--- src/hw/scl_pkg.sv ---
// Notes on behaviour
// RL1: Bit 7 of register five set turns adaptive dead time off.
// RL2: Software writes zero into all reserved bits of both registers.
// RL3: Writes to register six are dropped unless the unlock bit is one.
// RL4: Software sets unlock before writing register six, then clears it.
// RL5: Selector codes route monitor pin: ground, supply, temp, reference, amp 3.
// RL6: With back-EMF sensing on, codes 100b and 111b route back-EMF amplifier.
// RL7: Register six decodes at 0x12 and resets to 0x40.
// RL8: Bit 6 of register six picks calibration data or factory trim.
// RL9: Finished back-EMF offset calibration clears the offset source bit.
// RL10: Bit 0 of register six puts gate driver logic in override.
// RL11: Controller reset releases enable pin; pulldown forces driver sleep.
// RL12: A dropped write leaves register six unchanged; reads still work.
package scl_pkg;
  localparam logic [7:0] SCL_ADDR_FIVE  = 8'h11;
  localparam logic [7:0] SCL_ADDR_SIX   = 8'h12;
  localparam logic [7:0] SCL_RST_FIVE   = 8'h00;
  localparam logic [7:0] SCL_RST_SIX    = 8'h40;
  localparam logic [7:0] SCL_MASK_FIVE  = 8'hA7;
  localparam logic [7:0] SCL_MASK_SIX   = 8'h41;
  localparam int         SCL_BIT_ADT    = 7;
  localparam int         SCL_BIT_UNLOCK = 5;
  localparam int         SCL_BIT_OFFSET = 6;
  localparam int         SCL_BIT_OVR    = 0;
  localparam logic [2:0] SCL_MUX_GND    = 3'h0;
  localparam logic [2:0] SCL_MUX_VM     = 3'h1;
  localparam logic [2:0] SCL_MUX_TEMP   = 3'h2;
  localparam logic [2:0] SCL_MUX_REF    = 3'h3;
  localparam logic [2:0] SCL_MUX_AMP_R  = 3'h4;
  localparam logic [2:0] SCL_MUX_AMP    = 3'h7;
  typedef enum logic [2:0] {
    SCL_ROUTE_GND  = 3'b000,
    SCL_ROUTE_VM   = 3'b001,
    SCL_ROUTE_TEMP = 3'b010,
    SCL_ROUTE_REF  = 3'b011,
    SCL_ROUTE_AMP3 = 3'b100,
    SCL_ROUTE_BEMF = 3'b101,
    SCL_ROUTE_OPEN = 3'b110
  } scl_route_e;
endpackage : scl_pkg

--- src/hw/scl_reg8.sv ---
`timescale 1ns/1ps
module scl_reg8 #(
  parameter logic [7:0] RST_VAL = 8'h00,
  parameter logic [7:0] MASK    = 8'hFF
) (
  input  wire logic       clk,
  input  wire logic       rst_n,
  input  wire logic       wr_en,
  input  wire logic [7:0] wr_data,
  input  wire logic       clr_en,
  input  wire logic [7:0] clr_mask,
  output logic      [7:0] q
);
  logic [7:0] q_nxt;
  assign q_nxt = (wr_en ? (wr_data & MASK) : q) & ~(clr_en ? clr_mask : 8'h00);
  always_ff @(posedge clk or negedge rst_n) begin
    if (!rst_n) q <= RST_VAL;
    else q <= q_nxt;
  end
endmodule : scl_reg8

--- src/hw/scl_regs.sv ---
`timescale 1ns/1ps
module scl_regs
  import scl_pkg::*;
(
  input  wire logic       clk,
  input  wire logic       rst_n,
  input  wire logic       reg_wr,
  input  wire logic       reg_rd,
  input  wire logic [7:0] reg_addr,
  input  wire logic [7:0] reg_wdata,
  input  wire logic       bemf_cal_done,
  input  wire logic       back_emf_sense_enable,
  input  wire logic       mcu_reset_n,
  input  wire logic       drv_enable_req,
  output logic      [7:0] reg_rdata,
  output logic            adaptive_deadtime_off,
  output logic            back_emf_offset_source,
  output logic            gate_driver_override_enable,
  output logic      [2:0] monitor_route,
  output logic            monitor_series_res,
  output logic            driver_enable_port_pin_out,
  output logic            driver_enable_port_pin_oe_n
);
  logic [7:0] five_q;
  logic [7:0] six_q;
  logic       hit_five;
  logic       hit_six;
  logic       wr_five;
  logic       wr_six;
  logic       unlocked;
  logic [2:0] sel;
  logic [2:0] route_nxt;
  logic       series_nxt;
  logic [7:0] rdata_nxt;
  logic [7:0] off_mask;

  assign hit_five = reg_addr == SCL_ADDR_FIVE;
  assign hit_six  = reg_addr == SCL_ADDR_SIX; // RL7
  assign unlocked = five_q[SCL_BIT_UNLOCK];
  assign wr_five  = reg_wr && hit_five;
  assign wr_six   = reg_wr && hit_six && unlocked; // RL3 RL12
  // Calibration end clears offset source; a same-cycle write loses to it
  assign off_mask = 8'h01 << SCL_BIT_OFFSET;

  scl_reg8 #(.RST_VAL(SCL_RST_FIVE), .MASK(SCL_MASK_FIVE)) u_five (
    .clk      (clk),
    .rst_n    (rst_n),
    .wr_en    (wr_five),
    .wr_data  (reg_wdata),
    .clr_en   (1'b0),
    .clr_mask (8'h00),
    .q        (five_q)
  );

  scl_reg8 #(.RST_VAL(SCL_RST_SIX), .MASK(SCL_MASK_SIX)) u_six (
    .clk      (clk),
    .rst_n    (rst_n),
    .wr_en    (wr_six),
    .wr_data  (reg_wdata),
    .clr_en   (bemf_cal_done), // RL9
    .clr_mask (off_mask),
    .q        (six_q)
  );

  assign sel = five_q[2:0];
  always_comb begin
    route_nxt  = SCL_ROUTE_OPEN;
    series_nxt = 1'b0;
    unique case (sel) // RL5
      SCL_MUX_GND:   route_nxt = SCL_ROUTE_GND;
      SCL_MUX_VM:    route_nxt = SCL_ROUTE_VM;
      SCL_MUX_TEMP:  route_nxt = SCL_ROUTE_TEMP;
      SCL_MUX_REF:   route_nxt = SCL_ROUTE_REF;
      SCL_MUX_AMP_R: begin
        route_nxt  = back_emf_sense_enable ? SCL_ROUTE_BEMF : SCL_ROUTE_AMP3; // RL6
        series_nxt = 1'b1;
      end
      SCL_MUX_AMP:   route_nxt = back_emf_sense_enable ? SCL_ROUTE_BEMF : SCL_ROUTE_AMP3; // RL6
      default:       route_nxt = SCL_ROUTE_OPEN;
    endcase
  end

  assign rdata_nxt = !reg_rd ? reg_rdata : hit_five ? five_q : hit_six ? six_q : 8'h00; // RL12

  always_ff @(posedge clk or negedge rst_n) begin
    if (!rst_n) begin
      reg_rdata                   <= 8'h00;
      adaptive_deadtime_off       <= 1'b0;
      back_emf_offset_source      <= 1'b1;
      gate_driver_override_enable <= 1'b0;
      monitor_route               <= SCL_ROUTE_GND;
      monitor_series_res          <= 1'b0;
      driver_enable_port_pin_out  <= 1'b0;
      driver_enable_port_pin_oe_n <= 1'b1;
    end else begin
      reg_rdata                   <= rdata_nxt;
      adaptive_deadtime_off       <= five_q[SCL_BIT_ADT]; // RL1
      back_emf_offset_source      <= six_q[SCL_BIT_OFFSET]; // RL8
      gate_driver_override_enable <= six_q[SCL_BIT_OVR]; // RL10
      monitor_route               <= route_nxt;
      monitor_series_res          <= series_nxt;
      driver_enable_port_pin_out  <= drv_enable_req & mcu_reset_n;
      driver_enable_port_pin_oe_n <= ~mcu_reset_n; // RL11
    end
  end

  a_locked_write: assert property (@(posedge clk) disable iff (!rst_n)
    reg_wr && hit_six && !unlocked && !bemf_cal_done |=> $stable(six_q)) // RL3
    else $error("locked write changed register six");
  a_unlocked_write: assert property (@(posedge clk) disable iff (!rst_n)
    reg_wr && hit_six && unlocked && !bemf_cal_done |=> six_q == (($past(reg_wdata)) & SCL_MASK_SIX)) // RL12
    else $error("unlocked write not stored");
  a_cal_clear: assert property (@(posedge clk) disable iff (!rst_n)
    bemf_cal_done |=> !six_q[SCL_BIT_OFFSET] ##1 !back_emf_offset_source) // RL9
    else $error("offset source not cleared");
  a_deadtime_out: assert property (@(posedge clk) disable iff (!rst_n)
    wr_five |=> ##1 adaptive_deadtime_off == $past(reg_wdata[SCL_BIT_ADT], 2)) // RL1
    else $error("dead time control wrong");
  a_override_out: assert property (@(posedge clk) disable iff (!rst_n)
    ##1 gate_driver_override_enable == $past(six_q[SCL_BIT_OVR])) // RL10
    else $error("override output wrong");
  a_bemf_route: assert property (@(posedge clk) disable iff (!rst_n)
    (sel == SCL_MUX_AMP_R) && back_emf_sense_enable |=>
    monitor_route == SCL_ROUTE_BEMF && monitor_series_res) // RL6
    else $error("back-emf route wrong");
  a_gnd_route: assert property (@(posedge clk) disable iff (!rst_n)
    sel == SCL_MUX_GND |=> monitor_route == SCL_ROUTE_GND) // RL5
    else $error("ground route wrong");
  a_pin_release: assert property (@(posedge clk) disable iff (!rst_n)
    !mcu_reset_n |=> driver_enable_port_pin_oe_n && !driver_enable_port_pin_out) // RL11
    else $error("enable pin not released");
  a_offset_src: assert property (@(posedge clk) disable iff (!rst_n)
    ##1 back_emf_offset_source == $past(six_q[SCL_BIT_OFFSET])) // RL8
    else $error("offset source output wrong");
endmodule : scl_regs

--- config.mk ---
export PLATFORM = sky130hd
export DESIGN_NAME = scl_regs
export DESIGN_NICKNAME = d
export VERILOG_FILES = /design/src/hw/scl_pkg.sv /design/src/hw/scl_reg8.sv /design/src/hw/scl_regs.sv
export SDC_FILE = /design/constraint.sdc
export NUM_CORES = 1
export LEC_CHECK = 0
export BUFFER_PORTS_ARGS = -buffer_cell sky130_fd_sc_hd__buf_2
export CORE_MARGIN = 5
export CORE_UTILIZATION = 40
export CTS_CLUSTER_SIZE = 20
export DETAILED_ROUTE_END_ITERATION = 8
export GPL_TIMING_DRIVEN = 0
export PLACE_DENSITY = 0.73
export SYNTH_ARGS = -nofsm -noshare
export SYNTH_HDL_FRONTEND = slang
export SYNTH_SLANG_ARGS = --single-unit
--- constraint.sdc ---
create_clock -name clk -period 0.9 [get_ports clk]
set_input_delay 0.09 -clock clk [delete_from_list [all_inputs] [get_ports clk]]
set_output_delay 0.09 -clock clk [all_outputs]
set_load 0.03 [all_outputs]
=== Word-level counts from Yosys, hierarchy flattened ===
Index checks and enable logic that the tools add are counted.

* Eq/ne operators: 7
* Multiplexer cells: 7
* Bitwise operators: 4
* Reduce and logical (&&, ||, !) cells: 5

{| class="wikitable"
|+ Operators by type and width
! operator !! count
|-
| two-way mux 8 bit || 3
|-
| == test 8 x 5 -> 1 bit, second input constant || 2
|-
| case mux 3 bit (5 select lines) || 1
|-
| bitwise AND 8 bit || 1
|-
| inverter 8 bit || 1
|-
| two-way mux 7 bit || 1
|-
| == test 3 x 2 -> 1 bit, second input constant || 2
|-
| == test 3 bit, second input constant || 2
|-
| == test 3 x 1 -> 1 bit, second input constant || 1
|-
| logical AND 1 bit || 3
|-
| zero test 3 bit || 1
|-
| two-way mux 1 bit || 2
|-
| OR reduction 2 bit || 1
|-
| bitwise AND 1 bit || 1
|-
| inverter 1 bit || 1
|}

* Bits in registers: 30
* Input bits: 24
* Output and inout bits: 17
* Word-level logic and storage cells: 33

=== Logic depth before layout (Yosys ltp) ===
Gate-level depths: netlist (run 1).

* Word-level depth: 5
* Depth in mapped cells: 3
* Depth with buffers taken out: 3

=== Cells and area by module ===
Synthesis (run 1) repeated with hierarchy kept, for this count alone.

* Cells, all modules: 115
* Area total of the unflattened synthesis: 1397.6 sq um

{| class="wikitable"
|+ By module, submodules not included
! module !! times used !! cells an instance !! area an instance (sq um)
|-
| scl_regs || 1 || 63 || 750.7
|-
| scl_reg8 at u_five || 1 || 26 || 325.3
|-
| scl_reg8 at u_six || 1 || 26 || 321.6
|}

=== Least setup slack after synthesis (run 1) ===
OpenSTA, ideal clock, no wires.

* Path kind: input to register
* Start: input reg_addr[7]
* End: register u_six.q[0]
* Arrival time: 1001 ps
* Slack: -226 ps
* Cell stages on the path: 3
* Path buffers: 0
* Cells stage by stage: nor4b_4 and4_2 mux2_2

* Word-level cells in the longest chain between the ends: 5

{| class="wikitable"
|+ Ends and longest elaborated chain
! item !! line !! text
|-
| start, declared || scl_regs.sv:9 || <nowiki>input wire logic [7:0] reg_addr,</nowiki>
|-
| == test 8 x 5 -> 1 bit || scl_regs.sv:38 || <nowiki>assign hit_six = reg_addr == SCL_ADDR_SIX;</nowiki>
|-
| logical AND 1 bit (2 in series) || scl_regs.sv:41 || <nowiki>assign wr_six = reg_wr && hit_six && unlocked;</nowiki>
|-
| two-way mux 8 bit || scl_reg8.sv:15 || <nowiki>assign q_nxt = (wr_en ? (wr_data & MASK) : q) & ~(clr_en ? clr_mask : 8'h00);</nowiki>
|-
| bitwise AND 8 bit || scl_reg8.sv:15 ||
|-
| end signal, assigned || scl_reg8.sv:18 || <nowiki>else q <= q_nxt;</nowiki>
|-
| end, declared || scl_reg8.sv:12 || <nowiki>output logic [7:0] q</nowiki>
|}

Every way passes these cells.
A chain may end at the register's enable or synchronous reset.

=== Final worst setup path (run 1) ===
* Start: register driver_enable_port_pin_oe_n
* End: output driver_enable_port_pin_oe_n

{| class="wikitable"
|+ RTL lines
! item !! line !! text
|-
| start, declared || scl_regs.sv:22 || <nowiki>output logic driver_enable_port_pin_oe_n</nowiki>
|-
| start signal, assigned || scl_regs.sv:103 || <nowiki>driver_enable_port_pin_oe_n <= ~mcu_reset_n;</nowiki>
|}

No word-level cell between the ends.

==> results of run 1 <==
## metrics by stage
| step | TNS (ns) | worst slack, ns | utilization | hold WS, ns | cells |
|---|---|---|---|---|---|
| 4_1_cts | -0.815 | -0.163 | 0.620 | 0.00616 | 140 |
| 3_3_place_gp | -2.42 | -0.377 | 0.511 | 0.0592 | 124 |
| 6_report | -0.777 | -0.170 | 0.637 | 0.00766 | 142 |
| 5_1_grt | -1.59 | -0.200 | 0.637 | 0.0115 | 142 |
| 2_1_floorplan | -0.626 | -0.196 | - | -0.206 | 60 |
| 3_5_place_dp | -2.82 | -0.386 | 0.511 | 0.0689 | 124 |
## registers in the layout, indices dropped and copies added, names as in the netlist
| register | count |
|---|---|
| monitor_route | 3 |
| adaptive_deadtime_off | 1 |
| driver_enable_port_pin_out | 1 |
| u_six.q | 2 |
| reg_rdata | 6 |
| u_five.q | 5 |
| monitor_series_res | 1 |
| gate_driver_override_enable | 1 |
| back_emf_offset_source | 1 |
| driver_enable_port_pin_oe_n | 1 |
## routing by layer
| metal | GRT usage | vias up |
|---|---|---|
| li1 | - | 316 |
| met1 | 0.132 | 333 |
| met5 | 0 | - |
| met3 | 0.0299 | 4 |
| met2 | 0.277 | 25 |
| met4 | 0.0497 | 0 |
## worst min-delay path: cells and delay by family
family                 cells  cell delay, ns
muxes                      1            0.07
buffers and inverters      1            0.09
and+or+nand+nor            1            0.06
## power groups by stage
stage               Clock, mW  Combinational [mW]  Sequential, mW
finish                  0.522               0.241            1.04
global route            0.572               0.261            1.04
CTS                     0.536               0.230            1.04
detailed placement          0               0.190            1.05
global placement            0               0.186            1.05
floorplan                   0              0.0575            1.08
## cell families (layout without fill, tap and decap cells)
kind of cell | after synthesis | after routing
multiplexers | 7 | 7
XOR/XNOR | 1 | 1
flip-flops | 22 | 22
other | 1 | 2
AO/OA/AOI/OAI | 8 | 8
AND/OR/NAND/NOR | 15 | 15
buffers and inverters | 5 | 59
## area by class of cell
cell class / count / area [sq um] / share of cell area
repair buffers: 50 / 398 / 0.291
well taps: 28 / 35.0 / 0.0256
inverters: 2 / 7.51 / 0.00549
plain buffers: 3 / 18.8 / 0.0137
clock buffers: 4 / 36.3 / 0.0265
flip-flops and latches: 22 / 556 / 0.406
multi-input cells: 33 / 317 / 0.231
## timing repair
item                       CTS  global route
hold buffers                 3             0
setup endpoints to repair   17            25
resized for setup           31             5
pin swaps                    0             1
hold endpoints to repair    21             0
buffers inserted             9             2
## cell usage after synthesis, drive strengths merged, types with 2 or more instances
cell,instances
a22o,5
buf,2
dfrtp,19
dfstp,3
inv,2
mux2,6
nand2,5
nand2b,2
nor4b,3
o2bb2ai,2
## final timing paths
path                                                            start                                    to  slack [ns]  depth (start not counted)
worst max-delay path            driver_enable_port_pin_oe_n$_DFF_PN1_           driver_enable_port_pin_oe_n       -0.17                          1
worst min-delay path                                     reg_wdata[6]                  u_six.q[6]$_DFF_PN1_       0.008                          3
worst max register to register                u_five.q[5]$_DFFE_PN0P_                u_six.q[0]$_DFFE_PN0N_       -0.08                          2
worst min register to register                   u_six.q[6]$_DFF_PN1_      back_emf_offset_source$_DFF_PN1_        0.39                          0
max in group asynchronous                                       rst_n      back_emf_offset_source$_DFF_PN1_        0.28                          2
min in group asynchronous                                       rst_n  driver_enable_port_pin_out$_DFF_PN0_        0.28                          2
==> flow_summary.yaml, run 1 <==
synthesis:
  synth_seq_cells: 22
  ys_top_cells_by_area: "dfrtp_1 (54%), dfstp_2 (9.0%), mux2_2 (7.7%)"
  synth_compound_area_frac: 0.0787
  syn_inst: 59
  post-synth-top-area-cell: "dfrtp_1"
  synth_xor_area_frac: 0.0100
  synthFlopType: "dfrtp_1"
  synth_async_sr_flop_share: 1.00
  yosysSeqAreaShare: 0.634
  synth_top_family_by_area: "simple AND/OR/NAND/NOR gates"
  synth_top_area_share: 0.544
  syn_area_sq_um: 875
  yosysWarnings: 0
  synth_edf_count: 0
  synthAdderAreaFrac: 0
  yosys.area_share.simple: 0.155
  synth_mux_area_frac: 0.0887
  yosysUniqueCellTypes: 21
  avgSynthCellArea_sq_um: 14.8
grt:
  grt_usage: 0.137
  grt_max_degree: 23
  antenna_found_initial: 0
  grt_pass1_wl_microns: 3440
  first_global_vias: 767
  gr-total-overflow: 0
routing:
  finalWirelength_microns: 2080
  wl_met1_microns: 719
  viasPerCell: 4.77
  dr.first_iter.drc_count: 4
  vias: 678
  final_antenna_net_count: 0
  dr_wl_met2_microns: 1200
  dr.max_layer_used: "met4"
  first_pass_iters: 4
  routed-wl-met3_microns: 126
  drc: 0
  routedWlPerCell_microns: 14.6
power:
  p_comb_frac: 0.134
  vdd_drop_max_v: 0.000805
  p_sw_frac: 0.233
  power.density_mw_per_mm2: 1320
  power.switching_uw: 420
  p_int_mw: 1.38
  power_frac_seq: 0.576
  p_leak_nw: 0.697
  power_frac_clock: 0.290
  design_power_total_mw: 1.80
worst_setup_path:
  path_class: "flop to output port"
  critPathTopFamily: "flip-flops"
  critPathSlowestCell: "dfstp_2"
  cp_max_fo: 1
  path_buf_inv: 1
  endpoint_kind: "output port"
  worstPathRequired_ns: 0.81
  start_kind: "flop"
  slowest_delay_ns: 0.56
  crit_arrival_ns: 0.98
  crit_chain: "buf_6"
placed_design:
  portBuffers: 36
  gp_congestion: 0.779
  placed_cell_area_sq_mm: 0.00110
clocking:
  cts.sinks: 22
  root_buffer: "clkbuf_4"
  cts_buffer_depth: 2
  cts_inserted_buffers: 3
  clkTransAtPathRegs_ns: 0.11
  clock_latency_ns: 0.29
  cts_tree: "yes"
  cts_max_level: 1
floorplan:
  core-area_sq_mm: 0.00215
  io_pins: 41
  die_height_microns: 56.8
  dieArea_sq_mm: 0.00322
  initial_core_util: 0.407
  rows: 17
  die_x_microns: 56.8
timing:
  clock.fmax_ghz: 0.935
  fin_ws_ns: -0.170
  rsz0062_at_grt: "yes"
  hold_viol_final: 0
  final-max-slew-violation-count: 0
  setup_violations: 17
  min_period_ns: 1.07
  skew_ns: 0.00210
  timing.final.crit_share: 1.19
run_status:
  violations: "setup timing"
  outcome: "finished with violations"
cells_and_area:
  final_cell_mix: "buf_2 (21), dfrtp_1 (18), buf_6 (18)"
  final_nets: 139
  stdcell_area_sq_mm: 0.00137
  drive_gt1_frac: 0.614
  antenna_cells: 0
  area_growth_pct: 56.4
  nFillCells: 161
  final_common_cell: "buf_2"
hold_path:
  worstHoldPathType: "input pin to flop"
flow_run:
  drv_cap: 0
Power figures use the tool's default switching activity.
==> inputs of run 2 (changes only) <==
--- a/config.mk
+++ b/config.mk
@@ -8,6 +8,7 @@
 export BUFFER_PORTS_ARGS = -buffer_cell sky130_fd_sc_hd__buf_2
 export CORE_MARGIN = 5
 export CORE_UTILIZATION = 40
+export CTS_BUF_LIST = sky130_fd_sc_hd__clkbuf_8
 export CTS_CLUSTER_SIZE = 20
 export DETAILED_ROUTE_END_ITERATION = 8
 export GPL_TIMING_DRIVEN = 0
==> run 2 against run 1 <==
  * The run still ends with setup timing left
  * Flip-flop and latch count unchanged
  * Worst hold slack better by 0.039 ns
  * Final area up 5.6%
  * Die area unchanged
  * Clock skew about the same
  * Sequential power about the same
  * Fmax up 5.6%
  * Final cell count up 2.8%
  * Critical endpoint is now u_six.q[0]$_DFFE_PN0N_
==> flow_summary.yaml, run 2 (synthesis gave the netlist of run 1 again) <==
cells_and_area:
  largest_register: "reg_rdata"
  antenna_cells: 0
  final_nets: 143
  area_growth_pct: 65.1
  largest_reg_flops: 6
  largestRegisters: "reg_rdata x6, u_five.q x5, monitor_route x3"
  drive_gt1_frac: 0.644
  stdcell_area_sq_mm: 0.00144
  final_cell_mix: "buf_4 (19), dfrtp_1 (19), buf_2 (19)"
floorplan:
  rows: 17
  dieArea_sq_mm: 0.00322
  io_pins: 41
  die_x_microns: 56.8
  core-area_sq_mm: 0.00215
  initial_core_util: 0.407
  die_height_microns: 56.8
hold_path:
  min_to: "driver_enable_port_pin_out$_DFF_PN0_"
  worstHoldPathType: "input pin to flop"
  worstHoldStart: "drv_enable_req"
  holdPathStages: 2
clocking:
  cts.sinks: 22
  cts_buffer_depth: 2
  clkTransAtPathRegs_ns: 0.08
  cts_tree: "yes"
  cts_max_level: 1
  clock_latency_ns: 0.26
  root_buffer: "clkbuf_8"
  cts_inserted_buffers: 3
grt:
  antenna_found_initial: 0
  gr-total-overflow: 0
  first_global_vias: 792
  grt_pass1_wl_microns: 3740
  grt_max_degree: 23
  grt_usage: 0.152
routing:
  finalWirelength_microns: 2530
  viasPerCell: 4.81
  dr.first_iter.drc_count: 10
  routedWlPerCell_microns: 17.3
  vias: 702
  final_antenna_net_count: 0
  first_pass_iters: 4
  drc: 0
power:
  vdd_drop_max_v: 0.000802
  p_leak_nw: 0.742
  power.density_mw_per_mm2: 1380
worst_setup_path:
  path_class: "input pin to flop"
  crit_arrival_ns: 1.16
  r2r-end: "u_six.q[0]$_DFFE_PN0N_"
  worstReg2RegStart: "u_five.q[5]$_DFFE_PN0P_"
  start_kind: "input pin"
  endpoint_kind: "flop"
  worstPathRequired_ns: 1.05
  rrSetupSlack_ns: -0.10
  rr_worst_depth: 2
  cp_max_fo: 3
placed_design:
  placed_cell_area_sq_mm: 0.00110
  portBuffers: 36
  gp_congestion: 0.779
timing:
  min_period_ns: 1.01
  final-max-slew-violation-count: 0
  timing.final.crit_share: 1.13
  setup_tns_ns: -0.690
  skew_ns: 0.00171
  clock.fmax_ghz: 0.987
  rsz0062_at_grt: "yes"
  setup_violations: 12
  fin_ws_ns: -0.113
  hold_viol_final: 0
run_status:
  outcome: "finished with violations"
  violations: "setup timing"
flow_run:
  drv_cap: 0
[run 2: cell types whose count changed in the layout (fill, tap and decap cells not counted), moves of 2 or more]
cell	delta
buf_4	+9
clkbuf_8	+3
buf_6	-3
mux2_2	-2
clkbuf_4	-3
mux2_4	+2
buf_2	-2
[run 2: where the power goes]
| group | leakage (nW) | total (mW) | switching [mW] | internal (mW) |
|---|---|---|---|---|
| combinational | 0.420 | 0.259 | 0.132 | 0.127 |
| sequential | 0.294 | 1.04 | 0.0186 | 1.02 |
| clock | 0.0288 | 0.696 | 0.307 | 0.389 |
[run 2: repair_timing]
action,in CTS,in global routing
endpoints found under the setup margin,16,27
pin swaps,5,3
hold buffers,2,0
setup buffers,14,2
cloned,0,0
gates resized for setup,22,22
endpoints found under the hold margin,20,0
[run 2: cell type report]
class / instances / area, sq um
Clock buffer: 4 / 55.1
Timing Repair Buffer: 54 / 427
Multi-Input combinational cell: 33 / 347
Tap cell: 28 / 35.0
Fill cell: 142 / 704
Sequential cell: 22 / 554
Inverter: 2 / 7.51
Buffer: 3 / 18.8
[run 2: stage by stage]
step	utilization	power (mW)	setup WS (ns)	hold slack (ns)	cells
after CTS	0.631	1.97	-0.107	0.0460	144
after floorplan	-	1.14	-0.196	-0.206	60
after detailed placement	0.511	1.24	-0.386	0.0689	124
after global routing	0.672	2.05	-0.129	0.0555	146
after global placement	0.511	1.24	-0.377	0.0592	124
final	0.672	1.99	-0.113	0.0468	146
[run 2: metal layers]
metal / vias up / global-route usage / wire length [microns] / part of all wire
met5: - / 0 / 0 / 0
li1: 324 / - / - / -
met3: 6 / 0.0253 / 146 / 0.058
met1: 347 / 0.159 / 871 / 0.34
met2: 25 / 0.294 / 1470 / 0.58
met4: 0 / 0.0662 / 40 / 0.016
[run 2: worst max path at each step]
| stage | from | to | slack, ns | depth (start not counted) |
|---|---|---|---|---|
| after CTS | driver_enable_port_pin_oe_n$_DFF_PN1_ | driver_enable_port_pin_oe_n | -0.11 | 1 |
| after global placement | reg_addr[0] | u_six.q[0]$_DFFE_PN0N_ | -0.38 | 4 |
| final | reg_addr[0] | u_six.q[0]$_DFFE_PN0N_ | -0.11 | 4 |
| after detailed placement | reg_addr[3] | u_six.q[0]$_DFFE_PN0N_ | -0.39 | 4 |
| after global routing | u_five.q[5]$_DFFE_PN0P_ | u_six.q[0]$_DFFE_PN0N_ | -0.13 | 2 |
| after floorplan | reg_addr[5] | u_six.q[0]$_DFFE_PN0N_ | -0.20 | 3 |
[run 2: critical path, stage by stage]
cell and delay (ns):
buf_2 0.13, nor4b_4 0.35, and4_4 0.29, mux2_4 0.30
==> inputs of run 3 (changes only) <==
--- a/config.mk
+++ b/config.mk
@@ -13,6 +13,7 @@
 export DETAILED_ROUTE_END_ITERATION = 8
 export GPL_TIMING_DRIVEN = 0
 export PLACE_DENSITY = 0.73
+export SETUP_SLACK_MARGIN = 0.3
 export SYNTH_ARGS = -nofsm -noshare
 export SYNTH_HDL_FRONTEND = slang
 export SYNTH_SLANG_ARGS = --single-unit
==> constraint.sdc (replaced) <==
create_clock -name clk -period 0.9 [get_ports clk]
set_input_delay 0.09 -clock clk [delete_from_list [all_inputs] [get_ports clk]]
set_output_delay 0.09 -clock clk [all_outputs]
set_load 0.1 [all_outputs]
==> run 3 against run 2 <==
  * The run ends with hold timing, setup timing left
  * Final cell count fell by 2.1%
  * Final area rose by 17%
  * Worst hold slack got worse by 0.27 ns
  * Flip-flop and latch count did not move
  * Clock power rose by 31%
  * Fmax fell by 13%
  * Worst setup slack got worse by 0.14 ns
  * Global-route usage rose by 0.80 points
  * Sequential share of layout area fell by 2.1 points
  * Utilization rose by 11 points
  * Count of clock-buffer cells in the layout fell by 1
  * Via count rose by 0.43%
  * Critical endpoint is now back_emf_offset_source
  * Largest power group unchanged
==> flow_summary.yaml, run 3 (synthesis gave the netlist of run 1 again) <==
grt:
  grt_pass1_wl_microns: 3930
  antenna_found_initial: 0
  first_global_vias: 782
  grt_usage: 0.160
  grt_max_degree: 23
  grtUsageMet3: 0.0230
  gr-total-overflow: 0
  grt_busiest_layer: "met2"
  use_met2: 0.292
  met1_usage: 0.189
power:
  vdd_drop_max_v: 0.00110
  design_power_total_mw: 2.39
  p_leak_nw: 0.771
  power.density_mw_per_mm2: 1410
worst_setup_path:
  critPathSlowestCell: "dfstp_4"
  rrSetupSlack_ns: -0.17
  path_class: "flop to output port"
  endpoint_kind: "output port"
  rr_worst_depth: 2
  r2r-end: "u_six.q[0]$_DFFE_PN0N_"
  critPathTopFamily: "flip-flops"
  worstPathRequired_ns: 0.81
  worstReg2RegStart: "u_five.q[5]$_DFFE_PN0P_"
  crit_arrival_ns: 1.07
  path_buf_inv: 1
  start_kind: "flop"
  path_depth: 1
  crit_chain: "buf_12"
  cp_max_fo: 1
  slowest_delay_ns: 0.63
floorplan:
  io_pins: 41
  dieArea_sq_mm: 0.00322
  rows: 17
  die_height_microns: 56.8
  die_x_microns: 56.8
  core-area_sq_mm: 0.00215
  initial_core_util: 0.407
clocking:
  cts_tree: "yes"
  cts_buffer_depth: 2
  root_buffer: "clkbuf_8"
  clock_latency_ns: 0.26
  cts_hold_buf: 1
  cts.sinks: 22
  cts_inserted_buffers: 3
  clkTransAtPathRegs_ns: 0.08
  cts_max_level: 1
hold_path:
  worstHoldPathType: "input pin to async pin"
routing:
  routedWlPerCell_microns: 19.3
  drc: 0
  finalWirelength_microns: 2760
  final_antenna_net_count: 0
  vias: 705
  viasPerCell: 4.93
  first_pass_iters: 4
  dr.first_iter.drc_count: 19
run_status:
  outcome: "finished with violations"
  violations: "hold timing, setup timing"
timing:
  fin_ws_ns: -0.258
  min_period_ns: 1.16
  final-max-slew-violation-count: 0
  skew_ns: 0.00844
  timing.final.crit_share: 1.29
  rsz0062_at_grt: "yes"
  whs_ns: -0.228
  setup_violations: 27
  hold_viol_final: 20
  clock.fmax_ghz: 0.863
placed_design:
  dp_cells: 124
  portBuffers: 36
  placed_cell_area_sq_mm: 0.00116
  gp_congestion: 0.808
cells_and_area:
  area_growth_pct: 93.1
  final_common_cell: "buf_2"
  largest_register: "reg_rdata"
  largest_reg_flops: 6
  nFillCells: 107
  final_cells: 143
  final_nets: 140
  antenna_cells: 0
  final_util: 0.786
  final_cell_mix: "buf_2 (20), buf_12 (15), dfrtp_4 (13), buf_6 (13)"
  largestRegisters: "reg_rdata x6, u_five.q x5, monitor_route x3"
  drive_gt1_frac: 0.826
  stdcell_area_sq_mm: 0.00169
flow_run:
  drv_cap: 0
-- run 3: layer usage --
layer	vias up	wire, microns
li1	319	-
met1	355	1140
met2	29	1480
met3	2	106
met4	0	27
met5	-	0
-- run 3: power by group --
part | total, mW | internal, mW | leakage (nW) | switching, mW
combinational | 0.419 | 0.163 | 0.468 | 0.256
sequential | 1.06 | 1.03 | 0.267 | 0.0312
clock | 0.909 | 0.594 | 0.0357 | 0.316
total | 2.39 | 1.78 | 0.771 | 0.603
-- run 3: repair_timing --
item,in CTS,in global routing
buffers inserted,10,5
pin swaps,6,6
setup endpoints to repair,33,34
resized for setup,75,12
gates cloned,0,0
endpoints found under the hold margin,20,20
-- run 3: worst max path at each step --
stage / startpoint / endpoint
after floorplan: reg_addr[5] / u_six.q[0]$_DFFE_PN0N_
after global placement: reg_addr[0] / u_six.q[0]$_DFFE_PN0N_
after detailed placement: reg_addr[5] / u_six.q[0]$_DFFE_PN0N_
after CTS: back_emf_offset_source$_DFF_PN1_ / back_emf_offset_source
after global routing: back_emf_offset_source$_DFF_PN1_ / back_emf_offset_source
final: back_emf_offset_source$_DFF_PN1_ / back_emf_offset_source
-- run 3: layout make-up --
cell class / instances / area (sq um) / area share
Inverter: 2 / 7.51 / 0.00444
Sequential cell: 22 / 613 / 0.363
Tap cell: 28 / 35.0 / 0.0207
Multi-Input combinational cell: 33 / 374 / 0.221
Buffer: 3 / 18.8 / 0.0111
Clock inverter: 1 / 30.0 / 0.0178
Clock buffer: 3 / 41.3 / 0.0244
Timing Repair Buffer: 51 / 569 / 0.337
-- run 3: stage by stage --
| step | setup TNS (ns) | setup WS [ns] |
|---|---|---|
| floorplan | -0.865 | -0.196 |
| global placement | -2.86 | -0.378 |
| detailed placement | -3.04 | -0.377 |
| CTS | -2.21 | -0.242 |
| global route | -3.83 | -0.284 |
| finish | -3.09 | -0.258 |
